File: src/shared/gamma_supervisor_map.vh
`ifndef GAMMA_SUPERVISOR_MAP_VH
`define GAMMA_SUPERVISOR_MAP_VH
// ----------------------------------------
// Register byte offsets
// ----------------------------------------
`define OFS_CTRL 6'h00
`define OFS_CAL_MAX 6'h04
`define OFS_SENS 6'h08
`define OFS_HOLD 6'h0c
`define OFS_STATUS 6'h10
`define OFS_GCOUNT 6'h14
`define OFS_GDUR 6'h18
`define OFS_CUR_CODE 6'h1c
`define OFS_CUR_TIME 6'h20
`define OFS_PREV_CODE 6'h24
`define OFS_PREV_TIME 6'h28
`define OFS_LIMIT 6'h2c
// ----------------------------------------
// Control field positions
// ----------------------------------------
`define CTRL_MODE_LO 0
`define CTRL_MODE_HI 1
`define CTRL_FAIL_HIGH 2
`define CTRL_G_DIAG_ALARM 3
`define CTRL_SCINT_LO 4
`define CTRL_SCINT_HI 5
// ----------------------------------------
// Status field positions
// ----------------------------------------
`define ST_GAMMA 0
`define ST_GAMMA_ALARM 1
`define ST_EXCESS 2
`define ST_HV_ON 3
`define ST_TEMP_WARN 4
`define ST_TEMP_ALARM 5
// ----------------------------------------
// Reset values
// ----------------------------------------
`define RST_CTRL 6'h00
`define RST_CAL_MAX 20'h00000
`define RST_SENS 4'h3
`define RST_HOLD 16'h003c
// ----------------------------------------
// Detection modes and scintillator types
// ----------------------------------------
`define MODE_OFF 2'h0
`define MODE_ALARM 2'h1
`define MODE_WARN 2'h2
`define SCINT_IODIDE 2'h0
`define SCINT_PLASTIC 2'h1
`define SCINT_HT_PLASTIC 2'h2
// ----------------------------------------
// Loop currents in microamperes
// ----------------------------------------
`define LOOP_MINUS10 16'h0ed8
`define LOOP_FAIL_LOW 16'h0e10
`define LOOP_FAIL_HIGH 16'h53fc
// ----------------------------------------
// Process limits and diagnostic codes
// ----------------------------------------
`define RATE_MAX 20'h0fde8
`define EXCESS_SEC 1
`define PAUSE_SEC 16'h003c
`define SETTLE_SEC 16'h001e
`define CLK_HZ 20000000
`define DIAG_EXCESS 10'h39f
`define DIAG_GAMMA 10'h3bb
`define DIAG_TEMP 10'h33a
// ----------------------------------------
// Temperature thresholds in degrees C
// ----------------------------------------
`define T_HI80 9'sd80
`define T_HI65 9'sd65
`define T_HI60 9'sd60
`define T_LO40 -9'sd40
`define T_LO25 -9'sd25
`define T_LO20 -9'sd20
`endif

File: src/gamma_supervisor.v
// Overview of operation
// - Gammagraphy declared when pulse rate rises above the limit.
// - Limit comes from calibration maximum and sensitivity setting.
// - Detection off: gammagraphy drives loop to 3.8 mA.
// - Alarm mode: gammagraphy drives loop to 3.6 or 21.5 mA.
// - Warning mode: loop holds last valid value before the event.
// - On entry the output freezes and a warning is raised.
// - Hold timer starts on detection; expiry applies the mode value.
// - Rate still above limit at expiry raises an alarm unless detection is off.
// - Gammagraphy log entry written only after the hold time.
// - Detection works only up to 65000 counts per second.
// - Condition end inside range returns at once to measuring.
// - Over range for 1 s raises excess diagnostic 927.
// - Excess alarm forces failure current unconditionally.
// - Excess alarm pauses high voltage 60 s, then rechecks.
// - After excess ends, readjust; alarm leaves about 30 s later.
// - Gammagraphy events counted and total duration accumulated.
// - Diagnostic 955 defaults to warning; behaviour is settable.
// - Sodium iodide: warning above +80 or below -40 C.
// - Plastic: alarm above +65, warning above +60 or below -40 C.
// - High-temp plastic: alarm below -25, warning >+80 or <-20 C.
// - Current and previous diagnostics kept with time stamps.
//
// The address map and register access over Avalon-MM were left to the implementer.
`include "gamma_supervisor_map.vh"
module gamma_supervisor #(
    parameter SEC_CYCLES = `CLK_HZ
) (
    input wire clk,
    input wire sys_rst,
    input wire [5:0] address,
    input wire read,
    input wire write,
    input wire [31:0] writedata,
    output reg [31:0] readdata,
    output wire waitrequest,
    input wire [19:0] pulse_rate,
    input wire [15:0] meas_ua,
    input wire signed [8:0] temp_c,
    output reg [15:0] loop_ua,
    output reg hv_enable,
    output reg warning_out,
    output reg alarm_out
);
    // ----------------------------------------
    // States
    // ----------------------------------------
    localparam G_IDLE = 2'h0;
    localparam G_HOLD = 2'h1;
    localparam G_EXPIRED = 2'h2;
    localparam E_NORM = 2'h0;
    localparam E_PAUSE = 2'h1;
    localparam E_CHECK = 2'h2;
    localparam E_SETTLE = 2'h3;
    localparam [31:0] EXCESS_FULL = SEC_CYCLES * `EXCESS_SEC - 1;
    localparam [31:0] SEC_FULL = SEC_CYCLES - 1;
    localparam [24:0] EXCESS_CYC = EXCESS_FULL[24:0];
    localparam [24:0] SEC_LAST = SEC_FULL[24:0];

    reg [5:0] ctrl;
    reg [19:0] cal_max;
    reg [3:0] sens;
    reg [15:0] hold_s;
    reg ack;
    reg [24:0] sec_cnt;
    reg sec_tick;
    reg [31:0] now_s;
    reg [1:0] g_state;
    reg [15:0] hold_cnt;
    reg [15:0] held_ua;
    reg [31:0] g_count;
    reg [31:0] g_dur;
    reg [1:0] e_state;
    reg [24:0] over_cnt;
    reg [15:0] e_cnt;
    reg temp_warn;
    reg temp_alarm;
    reg temp_prev;
    reg [9:0] cur_code;
    reg [31:0] cur_time;
    reg [9:0] prev_code;
    reg [31:0] prev_time;
    reg [15:0] next_loop;
    reg [31:0] rd_mux;

    wire [1:0] mode = ctrl[`CTRL_MODE_HI:`CTRL_MODE_LO];
    wire [1:0] scint = ctrl[`CTRL_SCINT_HI:`CTRL_SCINT_LO];
    wire [15:0] fail_ua = ctrl[`CTRL_FAIL_HIGH] ? `LOOP_FAIL_HIGH
                                                : `LOOP_FAIL_LOW;
    wire wr_go = write & ack;

    // ----------------------------------------
    // Limit and range comparison
    // ----------------------------------------
    // Larger sensitivity widens the margin, so noise trips less often
    wire [23:0] margin = cal_max * sens;
    wire [20:0] limit = {1'b0, cal_max} + {4'h0, margin[23:7]};
    wire in_range = pulse_rate <= `RATE_MAX;
    wire over_limit = {1'b0, pulse_rate} > limit;
    wire gamma_now = over_limit & in_range;
    wire excess = e_state != E_NORM;
    wire hold_done = hold_cnt >= hold_s;
    wire g_expire = (g_state == G_HOLD) & gamma_now & hold_done;
    wire g_alarm = g_state == G_EXPIRED;
    wire excess_fire = (e_state == E_NORM) & ~in_range &
                       (over_cnt == EXCESS_CYC);
    wire temp_evt = (temp_warn | temp_alarm) & ~temp_prev;

    // ----------------------------------------
    // Avalon slave: one wait state per access
    // ----------------------------------------
    assign waitrequest = (read | write) & ~ack;

    // Ack rises one cycle after the request is seen
    always @(posedge clk) begin
        if (sys_rst) begin
            ack <= 1'b0;
        end else begin
            ack <= (read | write) & ~ack;
        end
    end

    // Writable configuration
    always @(posedge clk) begin
        if (sys_rst) begin
            ctrl <= `RST_CTRL;
            cal_max <= `RST_CAL_MAX;
            sens <= `RST_SENS;
            hold_s <= `RST_HOLD;
        end else if (wr_go) begin
            case (address)
                `OFS_CTRL: begin
                    ctrl <= writedata[5:0];
                end
                `OFS_CAL_MAX: begin
                    cal_max <= writedata[19:0];
                end
                `OFS_SENS: begin
                    sens <= writedata[3:0];
                end
                `OFS_HOLD: begin
                    hold_s <= writedata[15:0];
                end
                default: ctrl <= ctrl;
            endcase
        end
    end

    // Read mux; unmapped offsets read zero
    always @* begin
        case (address)
            `OFS_CTRL: rd_mux = {26'h0, ctrl};
            `OFS_CAL_MAX: rd_mux = {12'h0, cal_max};
            `OFS_SENS: rd_mux = {28'h0, sens};
            `OFS_HOLD: rd_mux = {16'h0, hold_s};
            `OFS_STATUS: rd_mux = {26'h0, temp_alarm, temp_warn,
                                   hv_enable, excess, g_alarm,
                                   g_state != G_IDLE};
            `OFS_GCOUNT: rd_mux = g_count;
            `OFS_GDUR: rd_mux = g_dur;
            `OFS_CUR_CODE: rd_mux = {22'h0, cur_code};
            `OFS_CUR_TIME: rd_mux = cur_time;
            `OFS_PREV_CODE: rd_mux = {22'h0, prev_code};
            `OFS_PREV_TIME: rd_mux = prev_time;
            `OFS_LIMIT: rd_mux = {11'h0, limit};
            default: rd_mux = 32'h0;
        endcase
    end

    // Read data captured on the edge that raises ack
    always @(posedge clk) begin
        if (sys_rst) begin
            readdata <= 32'h0;
        end else if (read & ~ack) begin
            readdata <= rd_mux;
        end
    end

    // ----------------------------------------
    // Seconds time base and time stamp
    // ----------------------------------------
    always @(posedge clk) begin
        if (sys_rst) begin
            sec_cnt <= 25'h0;
            sec_tick <= 1'b0;
            now_s <= 32'h0;
        end else begin
            sec_tick <= sec_cnt == SEC_LAST;
            if (sec_cnt == SEC_LAST) begin
                sec_cnt <= 25'h0;
                now_s <= now_s + 32'h1;
            end else begin
                sec_cnt <= sec_cnt + 25'h1;
            end
        end
    end

    // ----------------------------------------
    // Gammagraphy state machine
    // ----------------------------------------
    // Leaving the range hands control to the excess path instead
    always @(posedge clk) begin
        if (sys_rst) begin
            g_state <= G_IDLE;
            hold_cnt <= 16'h0;
            g_count <= 32'h0;
            g_dur <= 32'h0;
        end else begin
            case (g_state)
                G_IDLE: begin
                    hold_cnt <= 16'h0;
                    if (gamma_now) begin
                        g_state <= G_HOLD;
                        g_count <= g_count + 32'h1;
                    end
                end
                G_HOLD: begin
                    if (!gamma_now) begin
                        g_state <= G_IDLE;
                    end else if (hold_done) begin
                        g_state <= G_EXPIRED;
                    end else if (sec_tick) begin
                        hold_cnt <= hold_cnt + 16'h1;
                    end
                end
                G_EXPIRED: begin
                    if (!gamma_now) begin
                        g_state <= G_IDLE;
                    end
                end
                default: begin
                    g_state <= G_IDLE;
                end
            endcase
            if (g_state != G_IDLE && sec_tick) begin
                g_dur <= g_dur + 32'h1;
            end
        end
    end

    // Last valid value, frozen once gammagraphy begins
    always @(posedge clk) begin
        if (sys_rst) begin
            held_ua <= 16'h0;
        end else if (g_state == G_IDLE && !gamma_now && !excess) begin
            held_ua <= meas_ua;
        end
    end

    // ----------------------------------------
    // Excess radiation state machine
    // ----------------------------------------
    // Cycling the tube off protects it for arbitrarily long exposure
    always @(posedge clk) begin
        if (sys_rst) begin
            e_state <= E_NORM;
            over_cnt <= 25'h0;
            e_cnt <= 16'h0;
        end else begin
            if (in_range || excess) begin
                over_cnt <= 25'h0;
            end else begin
                over_cnt <= over_cnt + 25'h1;
            end
            case (e_state)
                E_NORM: begin
                    e_cnt <= 16'h0;
                    if (excess_fire) begin
                        e_state <= E_PAUSE;
                    end
                end
                E_PAUSE: begin
                    if (sec_tick && e_cnt == `PAUSE_SEC - 16'h1) begin
                        e_cnt <= 16'h0;
                        e_state <= E_CHECK;
                    end else if (sec_tick) begin
                        e_cnt <= e_cnt + 16'h1;
                    end
                end
                E_CHECK: begin
                    // One second with the tube back on to judge intensity
                    if (!in_range) begin
                        e_cnt <= 16'h0;
                        e_state <= E_PAUSE;
                    end else if (sec_tick) begin
                        e_state <= E_SETTLE;
                    end
                end
                E_SETTLE: begin
                    if (!in_range) begin
                        e_cnt <= 16'h0;
                        e_state <= E_PAUSE;
                    end else if (sec_tick &&
                                 e_cnt == `SETTLE_SEC - 16'h1) begin
                        e_state <= E_NORM;
                    end else if (sec_tick) begin
                        e_cnt <= e_cnt + 16'h1;
                    end
                end
                default: begin
                    e_state <= E_NORM;
                end
            endcase
        end
    end

    // ----------------------------------------
    // Temperature diagnostic per scintillator
    // ----------------------------------------
    always @(posedge clk) begin
        if (sys_rst) begin
            temp_warn <= 1'b0;
            temp_alarm <= 1'b0;
            temp_prev <= 1'b0;
        end else begin
            temp_prev <= temp_warn | temp_alarm;
            case (scint)
                `SCINT_IODIDE: begin
                    temp_alarm <= 1'b0;
                    temp_warn <= temp_c > `T_HI80 ||
                                 temp_c < `T_LO40;
                end
                `SCINT_PLASTIC: begin
                    temp_alarm <= temp_c > `T_HI65;
                    temp_warn <= temp_c > `T_HI60 ||
                                 temp_c < `T_LO40;
                end
                `SCINT_HT_PLASTIC: begin
                    temp_alarm <= temp_c < `T_LO25;
                    temp_warn <= temp_c > `T_HI80 ||
                                 temp_c < `T_LO20;
                end
                default: begin
                    temp_alarm <= 1'b0;
                    temp_warn <= 1'b0;
                end
            endcase
        end
    end

    // ----------------------------------------
    // Event log: current and previous entry
    // ----------------------------------------
    // Only one event per cycle is logged; excess takes priority
    always @(posedge clk) begin
        if (sys_rst) begin
            cur_code <= 10'h0;
            cur_time <= 32'h0;
            prev_code <= 10'h0;
            prev_time <= 32'h0;
        end else if (excess_fire || g_expire || temp_evt) begin
            prev_code <= cur_code;
            prev_time <= cur_time;
            cur_time <= now_s;
            if (excess_fire) begin
                cur_code <= `DIAG_EXCESS;
            end else if (g_expire) begin
                cur_code <= `DIAG_GAMMA;
            end else begin
                cur_code <= `DIAG_TEMP;
            end
        end
    end

    // ----------------------------------------
    // Loop output selection
    // ----------------------------------------
    always @* begin
        next_loop = meas_ua;
        if (excess) begin
            next_loop = fail_ua;
        end else if (g_state == G_HOLD) begin
            next_loop = held_ua;
        end else if (g_state == G_EXPIRED) begin
            case (mode)
                `MODE_OFF: next_loop = `LOOP_MINUS10;
                `MODE_ALARM: next_loop = fail_ua;
                default: next_loop = held_ua;
            endcase
        end
    end

    // Registered outputs
    always @(posedge clk) begin
        if (sys_rst) begin
            loop_ua <= `LOOP_FAIL_LOW;
            hv_enable <= 1'b1;
            warning_out <= 1'b0;
            alarm_out <= 1'b0;
        end else begin
            loop_ua <= next_loop;
            hv_enable <= e_state != E_PAUSE;
            warning_out <= temp_warn | ((g_state != G_IDLE) &
                           ~ctrl[`CTRL_G_DIAG_ALARM]);
            alarm_out <= excess | temp_alarm | ((g_state != G_IDLE) &
                         ctrl[`CTRL_G_DIAG_ALARM]) |
                         (g_alarm & mode != `MODE_OFF);
        end
    end
endmodule

File: config.mk
export PLATFORM = sky130hd
export DESIGN_NAME = gamma_supervisor
export DESIGN_NICKNAME = d
export VERILOG_FILES = /design/src/gamma_supervisor.v
export VERILOG_INCLUDE_DIRS = /design/src /design/src/shared
export SDC_FILE = /design/constraint.sdc
export NUM_CORES = 1
export LEC_CHECK = 0
export BUFFER_PORTS_ARGS = -buffer_cell sky130_fd_sc_hd__buf_4
export CORE_MARGIN = 2
export CORE_UTILIZATION = 48
export CTS_CLUSTER_SIZE = 28
export DETAILED_ROUTE_END_ITERATION = 10
export PLACE_DENSITY_LB_ADDON = 0.1
export SETUP_SLACK_MARGIN = 0.1
export SKIP_CTS_REPAIR_TIMING = 1
export SLEW_MARGIN = 20
export SYNTH_ARGS = -nofsm -noshare
export SYNTH_HDL_FRONTEND = slang
export SYNTH_SLANG_ARGS = --single-unit
export TNS_END_PERCENT = 10
File: constraint.sdc
create_clock -name clk -period 12.8 [get_ports clk]
set_input_delay 2.56 -clock clk [delete_from_list [all_inputs] [get_ports clk]]
set_output_delay 2.56 -clock clk [all_outputs]
set_load 0.01 [all_outputs]
After elaboration in Yosys (flattened, before gate mapping):

Index checks and enable logic that the tools add are counted.

* register bits after elaboration: 384
* logic and storage cells: 169

* add/subtract/negate cells: 8
* multipliers: 1
* $lt $le $gt $ge: 9
* equality and inequality tests: 36
* mux-type cells: 32
* bitwise operators: 22
* reduce and logical (&&, ||, !) cells: 33

Operators by type and width (count)
* $pmux 32 s12: 1
* $mux 16: 11
* $add 32x1->32 const B: 3
* $pmux 16 s2: 2
* $pmux 16 s4: 1
* $add 25x1->25 const B: 2
* $eq 25x25->1 const B: 2
* $add 16x1->16 const B: 2
* $eq 6x5->1 const B: 4
* $eq 6x6->1 const B: 4
* $mul 20x4->24: 1
* $add 20x17->21: 1
* $gt 20x21->1: 1
* $le 20x16->1 const B: 1
* $mux 2: 10
* $gt 9x8->1 const B: 2
* $lt 9x6->1 const B: 2
* $eq 16x5->1 const B: 1
* $eq 16x6->1 const B: 1
* $ge 16x16->1: 1
* $mux 8: 2
* $ne 2x2->1 const B: 8
* $mux 15: 1
* $and 1x1->1: 12
* other kinds (24): 65

Longest topological paths before layout:

Gate-level depths: netlist of run 1.

* depth after elaboration: 8
* depth in mapped cells: 38

Worst setup path after synthesis of run 1:

No wires, ideal clock.

* path kind: reg-to-reg
* start point: reg sens[2]
* end point: reg cur_time[25]
* setup time: 0.070 ns
* arrival: 7.441 ns
* slack: 5.288 ns
* cell stages (with the launch flop): 35
* buffers on the path: 4
* period minus slack after synthesis: 7.512 ns
* cells stage by stage: dfxtp_1 clkbuf_1 and2_1 fa_1 fa_1 ha_1 a2111oi_0 o21ai_0 o2111ai_1 a21oi_1 o21ai_0 nand2_1 o21a_1 nor2_1 xnor2_1 ha_1 a21o_1 a21o_1 a21o_1 a2111oi_4 nor2_1 a21oi_1 nor2b_1 xnor2_1 ha_1 a2111oi_0 nand3_1 a221oi_1 or3_4 o311a_1 clkbuf_1 buf_2 buf_6 nand2_1 a21oi_1

* cells in the longest elaborated chain, start to end: 8

RTL lines
* from (decl): line gamma_supervisor.v:62 `reg [3:0] sens;`
* from (signal assigned): line gamma_supervisor.v:128 `` sens <= `RST_SENS; ``
* from (signal assigned): line gamma_supervisor.v:139 `sens <= writedata[3:0];`
* $mul 20x4->24: line gamma_supervisor.v:96 `wire [23:0] margin = cal_max * sens;`
* $add 20x17->21: line gamma_supervisor.v:97 `wire [20:0] limit = {1'b0, cal_max} + {4'h0, margin[23:7]};`
* $gt 20x21->1: line gamma_supervisor.v:99 `wire over_limit = {1'b0, pulse_rate} > limit;`
* $and 1x1->1: line gamma_supervisor.v:100 `wire gamma_now = over_limit & in_range;`
* $and 1x1->1 (2 in a row): line gamma_supervisor.v:103 `wire g_expire = (g_state == G_HOLD) & gamma_now & hold_done;`
* $logic_or 1x1->1 (2 in a row): line gamma_supervisor.v:351 `end else if (excess_fire || g_expire || temp_evt) begin`
* to (signal assigned): line gamma_supervisor.v:354 `cur_time <= now_s;`
* to (decl): line gamma_supervisor.v:80 `reg [31:0] cur_time;`

No other way between the ends.
A chain may end at the register's enable or synchronous reset.

Final worst setup path of run 1:

* start point: reg sens[2]
* end point: reg held_ua[11]

* cells in the longest elaborated chain, start to end: 7

RTL lines
* $mul 20x4->24: line gamma_supervisor.v:96
* $add 20x17->21: line gamma_supervisor.v:97
* $gt 20x21->1: line gamma_supervisor.v:99
* $and 1x1->1: line gamma_supervisor.v:100
* $logic_not 1->1: line gamma_supervisor.v:245 `end else if (g_state == G_IDLE && !gamma_now && !excess) begin`
* $logic_and 1x1->1 (2 in a row): line gamma_supervisor.v:245
* to (signal assigned): line gamma_supervisor.v:246 `held_ua <= meas_ua;`
* to (decl): line gamma_supervisor.v:70 `reg [15:0] held_ua;`

No other way between the ends.

==> out/results.ini, run 1 <==
[finish]
diodes=0
final_layout_size_suffix_gt1_share_pct=9.54
area_growth_pct=13.3
final_net_count=2687
nFillCells=3781
final_util_pct=55.1

[worst_setup_path]
crit_fanout=22
endpoint_kind=flip-flop
cp.required_ns=13.19
critPathSlowestCell=a221oi_1
cp_num_buf_inv=0
cpPeakStageDelay_ns=0.94
path_delay_family=compound AO/OA/AOI/OAI gates
crit_type=flip-flop to flip-flop
arrival_ns=10.50
worstSetupStartpointType=flip-flop

[clock_tree]
clk_latency_ns=0.54
root_buffer=clkbuf_16
cts_sinks=372
clk_pin_slew_ns=0.06
h-tree-depth=2
cts_tree=built
cts_buffers=41
cts.path.max_buffers=3

[routing]
via_count=17300
drc_errors=0
routedWlPerCell_microns=18.1
wl_mm=55.0
drtPass1Iterations=8
viasPerCell=5.69
drt_iter0_markers=1370
ant_nets=0

[timing]
hold_viol_final=0
worst_pin_slew_ns=1.19
min_period_over_period_pct=79.0
rsz0062_at_grt=no
relSlewSlack_pct=20.6
finalClockSkew_ns=0.0170
min_period_ns=10.11
slew_viol_final=0
fin_tns_setup_ns=0
fmax_mhz=98.9
setup_violations=0

[run]
maxCapViolations=0

[pwr]
swShare_pct=22.1
clockPowerShare_pct=48.3
seqPwrFrac_pct=47.1
p_per_area_nw_per_um2=111
power_frac_comb_pct=4.6
intPower_mw=1.94
ir_drop_mv=0.0914
switching_power_mw=0.552
p_leak_nw=8.74

[global_route]
grt_pass1_wl_mm=87.9
antenna_found_initial=0
gr-usage-all-layers_pct=25.0
grt_pass1_vias=16300
grt_max_degree=114
overflow=0

[floorplan]
fp.dieArea_sq_um=43000
core-area_sq_um=40800
die_width_microns=207
rows=74
die_h_microns=207
ios=139
start_util_pct=48.6

[synth]
synth_top_area_cell=dfxtp_1
synth_edf_count=0
synth_nets=2618
synthTopCellsByArea=dfxtp_1, nand2_1, ha_1, nor2_1, a21oi_1
syn_avg_cell_area_sq_um=8.26
yosysSeqAreaShare_pct=37.5
netlist_instances=2404
ys_top_cells_by_count=dfxtp_1, nand2_1, nor2_1, a21oi_1, xor2_1
yosysUniqueCellTypes=72
yosys.cell_count.top_type=dfxtp_1
async_reset_ff_share_pct=0
yosysTopAreaCellShare_pct=37.5
syn-cell-area_sq_um=19900
yosys_warnings=0
synth_seq_cells=372
ys.flop_type=dfxtp_1

[place]
hpwl_mm=40.3
finalWeightedCongestion=0.902
io_buffers=126

[hold_path]
hold_path_class=flip-flop to flip-flop

[status]
status=finished clean

worst paths after layout:
| check | startpoint | to | slack, ns | cells past startpoint |
|---|---|---|---|---|
| worst max-delay path | sens[2] | held_ua[11] | 2.69 | 30 |
| worst max register to register | sens[2] | held_ua[11] | 2.69 | 30 |
| worst min-delay path | prev_time[13] | prev_time[13] | 0.45 | 2 |
| worst min register to register | prev_time[13] | prev_time[13] | 0.45 | 2 |
sequential cells by signal (all words and copies together), names as in the netlist, 20 cells and up:
| name | flops |
|---|---|
| over_cnt | 25 |
| g_count | 32 |
| cur_time | 32 |
| prev_time | 32 |
| readdata | 32 |
| g_dur | 32 |
| cal_max | 20 |
| sec_cnt | 25 |
| now_s | 32 |
power by group through the flow:
stage | clock network [mW] | registers (mW) | logic, mW
2_1_floorplan | 0 | 1.20 | 0.0661
3_3_place_gp | 0 | 1.20 | 0.113
3_5_place_dp | 0 | 1.20 | 0.115
4_1_cts | 1.23 | 1.17 | 0.115
5_1_grt | 1.28 | 1.18 | 0.126
6_report | 1.20 | 1.17 | 0.115
area by class of cell:
class | instances | area [sq um] | share of cell area (%)
clock buffers | 63 | 1250 | 5.56
clock inverters | 11 | 140 | 0.623
inverters | 90 | 338 | 1.50
multi-input cells | 1829 | 11600 | 51.6
flip-flops and latches | 372 | 7450 | 33.1
well taps | 532 | 666 | 2.96
repair buffers | 139 | 1050 | 4.67
metal layers:
metal  vias to the layer above  track usage (%)  wire length (microns)
met3                       100             4.13                   3070
met2                       432             40.3                  24900
met4                         0             8.74                   1740
met5                         -                0                      0
li1                       8470                -                      -
met1                      8278             34.0                  25200
layout by cell type, fill, tap and decap left out, types with 7 or more instances in the layout:
master,Yosys,layout
nor2b_1,16,16
o21bai_1,9,9
fa_1,36,36
nor2_1,295,294
buf_4,1,138
o21ai_0,62,62
a222oi_1,31,31
o211ai_1,13,13
clkbuf_1,93,10
nor4_1,12,11
o21a_1,12,12
and3_1,45,45
nand4_1,55,55
o2111ai_1,9,9
nor3_1,22,20
or3_1,16,16
a21o_1,20,20
ha_1,91,91
a22o_1,7,7
a221oi_1,10,10
nand2_1,359,359
nand3_1,86,86
clkbuf_8,0,11
and4_1,12,12
xnor2_1,52,52
inv_1,88,88
o31ai_1,10,10
and2_1,59,59
a22oi_1,23,23
mux2i_1,40,40
nand2b_1,16,16
xor2_1,118,118
a31oi_1,7,7
clkbuf_16,0,43
a21oi_1,214,214
dfxtp_1,372,372
tightest hold or removal path: cells and delay by family (launching register included):
family	cells	cell delay, ns
and+or+nand+nor	1	0.05
DFF	1	0.31
AOI/OAI and AO/OA	1	0.05
cells by family after synthesis:
group,count (synthesis),synth area share (%)
buf+inv,203,4.17
mux,49,2.87
compound gates,460,14.7
simple gates,1023,23.8
xor+xnor,170,7.50
fa+ha+maj,127,9.37
flops,372,37.5
per-stage QoR:
step | cells | power (mW) | hold WS, ns | cell area (sq um) | setup WS (ns)
CTS | 3036 | 2.52 | 0.454 | 22500 | 2.74
floorplan | 2404 | 1.27 | 0.429 | 19900 | 5.29
global placement | 2962 | 1.31 | 0.437 | 21100 | 2.91
global route | 3036 | 2.58 | 0.472 | 22500 | 2.06
finish | 3036 | 2.49 | 0.453 | 22500 | 2.69
detailed placement | 2962 | 1.32 | 0.446 | 21100 | 2.77
No activity file was read; power rests on OpenSTA's default activity.
==> run 2: changes to the inputs <==
- clock period: 12.8 -> 9.38 ns (I/O delays scaled with it)
==> run 2 against run 1 <==
  * Hold slack got worse by 0.0020 ns
  * Combinational power is 40% higher
  * Critical endpoint is now cur_time[25]
  * Wire length is 0.96% lower
  * Fmax rose by 16%
  * Sequential power is 37% higher
  * Utilization grew 0.34 points
  * Sequential share of layout area decreased by 0.20 points
  * Worst setup slack got worse by 2.0 ns
  * Global-route usage fell by 0.19 points
  * Clock power is 43% higher
==> out/results.ini, run 2 (same netlist as run 1, synthesis figures left out) <==
[floorplan]
core-area_sq_um=40800
die_width_microns=207
fp.dieArea_sq_um=43000
die_h_microns=207
start_util_pct=48.6
rows=74
ios=139

[worst_setup_path]
cpMostUsedCell=a21oi_1
cpPeakStageDelay_ns=0.49
arrival_ns=9.20
worstSetupStartpointType=flip-flop
crit_type=flip-flop to flip-flop
cp.required_ns=9.84
critPathSlowestCell=fa_1
endpoint_kind=flip-flop
crit_fanout=57

[finish]
layout_common_cells=dfxtp_1, nand2_1, nor2_1
nFillCells=3782
area_growth_pct=14.0
stdcell_area_sq_um=22600
final_layout_size_suffix_gt1_share_pct=9.85
final_net_count=2695
instances_no_fill=3041
final_common_cell=dfxtp_1

[timing]
relSlewSlack_pct=33.3
slew_viol_final=0
fin_ws_ns=0.638
fmax_mhz=114
whs_ns=0.451
worst_pin_slew_ns=0.992
setup_violations=0
min_period_over_period_pct=93.2
min_period_ns=8.74
hold_viol_final=0
finalClockSkew_ns=0.0107
fin_tns_setup_ns=0
rsz0062_at_grt=no

[routing]
drt_iter0_markers=1532
drc_errors=0
drtPass1Iterations=7
ant_nets=0
viasPerCell=5.69
via_count=17300
wl_mm=54.4
routedWlPerCell_microns=17.9

[clock_tree]
cts_tree=built
h-tree-depth=2
cts_buffers=42
clk_latency_ns=0.55
cts_sinks=372
clk_pin_slew_ns=0.06
root_buffer=clkbuf_16
cts.path.max_buffers=3

[pwr]
ir_drop_mv=0.113
p_leak_nw=8.82
p_per_area_nw_per_um2=154

[global_route]
grt_pass1_vias=16500
antenna_found_initial=0
grt_pass1_wl_mm=87.7
grt_max_degree=194
gr-usage-all-layers_pct=24.8
overflow=0

[hold_path]
hold_path_class=flip-flop to flip-flop

[status]
status=finished clean

[run]
maxCapViolations=0

[place]
hpwl_mm=39.7
io_buffers=126
finalWeightedCongestion=0.897
dpl.cell_count=2969
post_dp_cell_area_sq_um=21200
post-place-ws_ns=0.607

==> run 2: changes by cell type in the layout (fill, tap and decap cells not counted), sizes merged <==
cell,change
diode,+1
clkinvlp,-1
bufinv,+3
clkbuf,-4
clkinv,-1
buf,+7
==> run 2: per-stage QoR <==
stage / util, % / total power [mW]
after detailed placement: 51.9 / 1.80
final: 55.4 / 3.48
after floorplan: - / 1.73
after global routing: 55.4 / 3.59
after CTS: 55.4 / 3.52
after global placement: 51.9 / 1.79
==> run 2: worst paths after layout <==
kind | startpoint | endpoint | slack, ns | cells past startpoint
worst max-delay path | sens[1] | cur_time[25] | 0.64 | 35
worst min-delay path | prev_time[14] | prev_time[14] | 0.45 | 2
worst max register to register | sens[1] | cur_time[25] | 0.64 | 35
worst min register to register | prev_time[14] | prev_time[14] | 0.45 | 2
==> run 2: area by class of cell <==
| type | instances | area [sq um] | share of cell area [%] |
|---|---|---|---|
| multi-input combinational | 1829 | 11600 | 51.3 |
| sequential | 372 | 7450 | 32.9 |
| clock buffer | 59 | 1220 | 5.37 |
| timing repair buffer | 146 | 1140 | 5.04 |
| tap | 532 | 666 | 2.94 |
| inverter | 90 | 338 | 1.49 |
| clock inverter | 12 | 214 | 0.946 |
| antenna | 1 | 2.50 | 0.0111 |
==> run 2: worst max-delay path, delay by kind of cell, from the launching register on <==
family | cells | cell delay (ns)
buffers and inverters | 3 | 0.85
flip-flops | 1 | 0.48
adder cells (fa/ha/maj) | 5 | 1.80
AO/OA/AOI/OAI | 16 | 3.65
XOR/XNOR | 2 | 0.32
AND/OR/NAND/NOR | 9 | 1.52
==> run 2: layer usage <==
metal	routed length, microns	vias up	GRT usage, %
li1	-	8468	-
met5	0	-	0
met4	1630	0	8.28
met3	3490	100	3.90
met1	24300	8250	34.0
met2	25000	497	40.1
==> run 2: where the power goes <==
part	leakage, nW	internal [mW]	switching, mW
sequential	3.01	1.59	0.00936
combinational	5.10	0.0587	0.102
clock	0.706	1.06	0.649
==> run 3: changes to the inputs <==
- ABC_AREA: not set -> 1
==> run 3 against run 2 <==
  * Sequential power grew 3%
  * Utilization shrank 1.1 points
  * Total power grew 5.1%
  * Fmax grew 13%
  * Count of clock-buffer cells in the layout grew 1
  * Clock skew grew 0.015 ns
  * Global-route usage grew 4.1 points
  * Clock power is essentially flat
  * Sequential share of layout area shrank 4.1 points
  * Via count grew 32%
  * Synthesized cell count grew 44%
  * Synthesized area grew 17%
  * Critical path type unchanged
  * Critical endpoint is now g_count[15]
==> out/results.ini, run 3 <==
[worst_setup_path]
arrival_ns=8.16
cpMostUsedCell=nand2_1
r2r_slack_ns=1.64
crit_fanout=32
endpoint_kind=flip-flop
cpPeakStageDelay_ns=0.88
critPathSlowestCell=dfxtp_1
worstSetupStartpointType=flip-flop
crit_type=flip-flop to flip-flop
cp.required_ns=9.80

[clock_tree]
cts_sinks=372
clk_latency_ns=0.59
h-tree-depth=2
clk_pin_slew_ns=0.06
cts_tree=built
cts.path.max_buffers=3
root_buffer=clkbuf_16
cts_buffers=43

[place]
dpl.cell_count=4093
hpwl_mm=54.5
finalWeightedCongestion=0.934
io_buffers=126
post_dp_cell_area_sq_um=24500

[floorplan]
start_util_pct=48.6
die_h_microns=224
core-area_sq_um=47600
ios=139
rows=80
fp.dieArea_sq_um=50000
die_width_microns=224

[synth]
ys.flop_type=dfxtp_1
async_reset_ff_share_pct=0
synth_top_family_by_area=simple AND/OR/NAND/NOR gates
yosysTopAreaCellShare_pct=32.2
synth_nets=3675
synthTopCellsByArea=dfxtp_1, nand2_1, inv_1, a21oi_1, nor2_1
synthAdderAreaFrac_pct=8.03
synth_top_area_cell=dfxtp_1
yosysSeqAreaShare_pct=32.2
synth_mux_area_share_pct=0
synthXorXnorAreaFrac_pct=4.31
yosys_warnings=0
syn_avg_cell_area_sq_um=6.69
synth_edf_count=0
synthSimpleGateAreaFrac_pct=30.6
netlist_instances=3461
ys_top_cells_by_count=nand2_1, inv_1, dfxtp_1, nor2_1, a21oi_1
synth_seq_cells=372
syn-cell-area_sq_um=23200
synth_compound_area_share_pct=13.5
yosys.cell_count.top_type=nand2_1
yosysUniqueCellTypes=59

[pwr]
power_mw=3.65
ir_drop_mv=0.120
intPower_mw=2.74
seqPwrFrac_pct=45.1
p_per_area_nw_per_um2=141
switching_power_mw=0.914
p_leak_nw=11.6
swShare_pct=25.0
clockPowerShare_pct=46.8
power_frac_comb_pct=8.1

[finish]
layout_common_cells=nand2_1, inv_1, dfxtp_1
area_growth_pct=11.7
final_net_count=3737
final_layout_size_suffix_gt1_share_pct=7.76
nFillCells=4811
final_util_pct=54.3
instances_no_fill=4172
stdcell_area_sq_um=25900
final_common_cell=nand2_1

[routing]
drt_iter0_markers=1722
drc_errors=0
via_count=22800
viasPerCell=5.46
wl_mm=73.0
drtPass1Iterations=6
routedWlPerCell_microns=17.5
ant_nets=0

[global_route]
overflow=0
grt_max_degree=90
antenna_found_initial=1
grt_pass1_wl_mm=116
grt_pass1_vias=21600
gr-usage-all-layers_pct=28.9

[timing]
rsz0062_at_grt=no
hold_viol_final=0
min_period_ns=7.74
relSlewSlack_pct=30.9
worst_pin_slew_ns=1.04
finalClockSkew_ns=0.0254
fmax_mhz=129
setup_violations=0
min_period_over_period_pct=82.6
slew_viol_final=0
fin_tns_setup_ns=0

[run]
maxCapViolations=0

[status]
status=finished clean

[hold_path]
hold_path_class=flip-flop to flip-flop

-- run 3: power by group through the flow --
stage	registers, mW	clock network, mW	logic [mW]
final	1.65	1.71	0.297
after global routing	1.65	1.80	0.335
after CTS	1.65	1.74	0.295
after detailed placement	1.68	0	0.293
after global placement	1.68	0	0.287
after floorplan	1.68	0	0.187
-- run 3: worst paths after layout --
check,startpoint,end,cells after the start
worst max-delay path,sens[3],g_count[15],33
worst min register to register,sec_cnt[0],sec_cnt[0],1
worst min-delay path,sec_cnt[0],sec_cnt[0],1
worst max register to register,sens[3],g_count[15],33
-- run 3: critical path: cells and delay by family (launching register included) --
kind,cells,cell delay (ns)
buffers and inverters,3,0.17
and+or+nand+nor,17,2.84
DFF,1,0.88
adders and majority gates,5,2.09
AOI/OAI and AO/OA,7,1.42
xor gates and xnor gates,1,0.17
-- run 3: layout make-up --
class	instances	area [sq um]	area share, %
multi-input combinational	2405	13100	50.5
tap	615	769	2.97
timing repair buffer	138	1050	4.05
clock inverter	18	200	0.774
inverter	563	2120	8.18
clock buffer	60	1210	4.68
antenna	1	2.50	0.00967
sequential	372	7450	28.8
-- run 3: routing by layer --
metal  vias to the layer above  wire, microns  global-route usage [%]
li1                      11300              -                       -
met1                     10600          32500                    38.7
met2                       696          32600                    46.2
met3                       139           5020                    5.15
met4                         0           2900                    11.8
met5                         -              0                       0
-- run 3: cells by family after synthesis --
kind of cell             after synthesis
XOR/XNOR                             114
buffers and inverters                684
flip-flops                           372
AND/OR/NAND/NOR                     1605
AO/OA/AOI/OAI                        559
adder cells (fa/ha/maj)              127
-- run 3: stage by stage --
step	worst slack, ns	hold WS (ns)
after CTS	1.64	0.450
after floorplan	3.33	0.418
final	1.64	0.449
after detailed placement	1.65	0.436
after global routing	0.918	0.476
after global placement	1.79	0.429
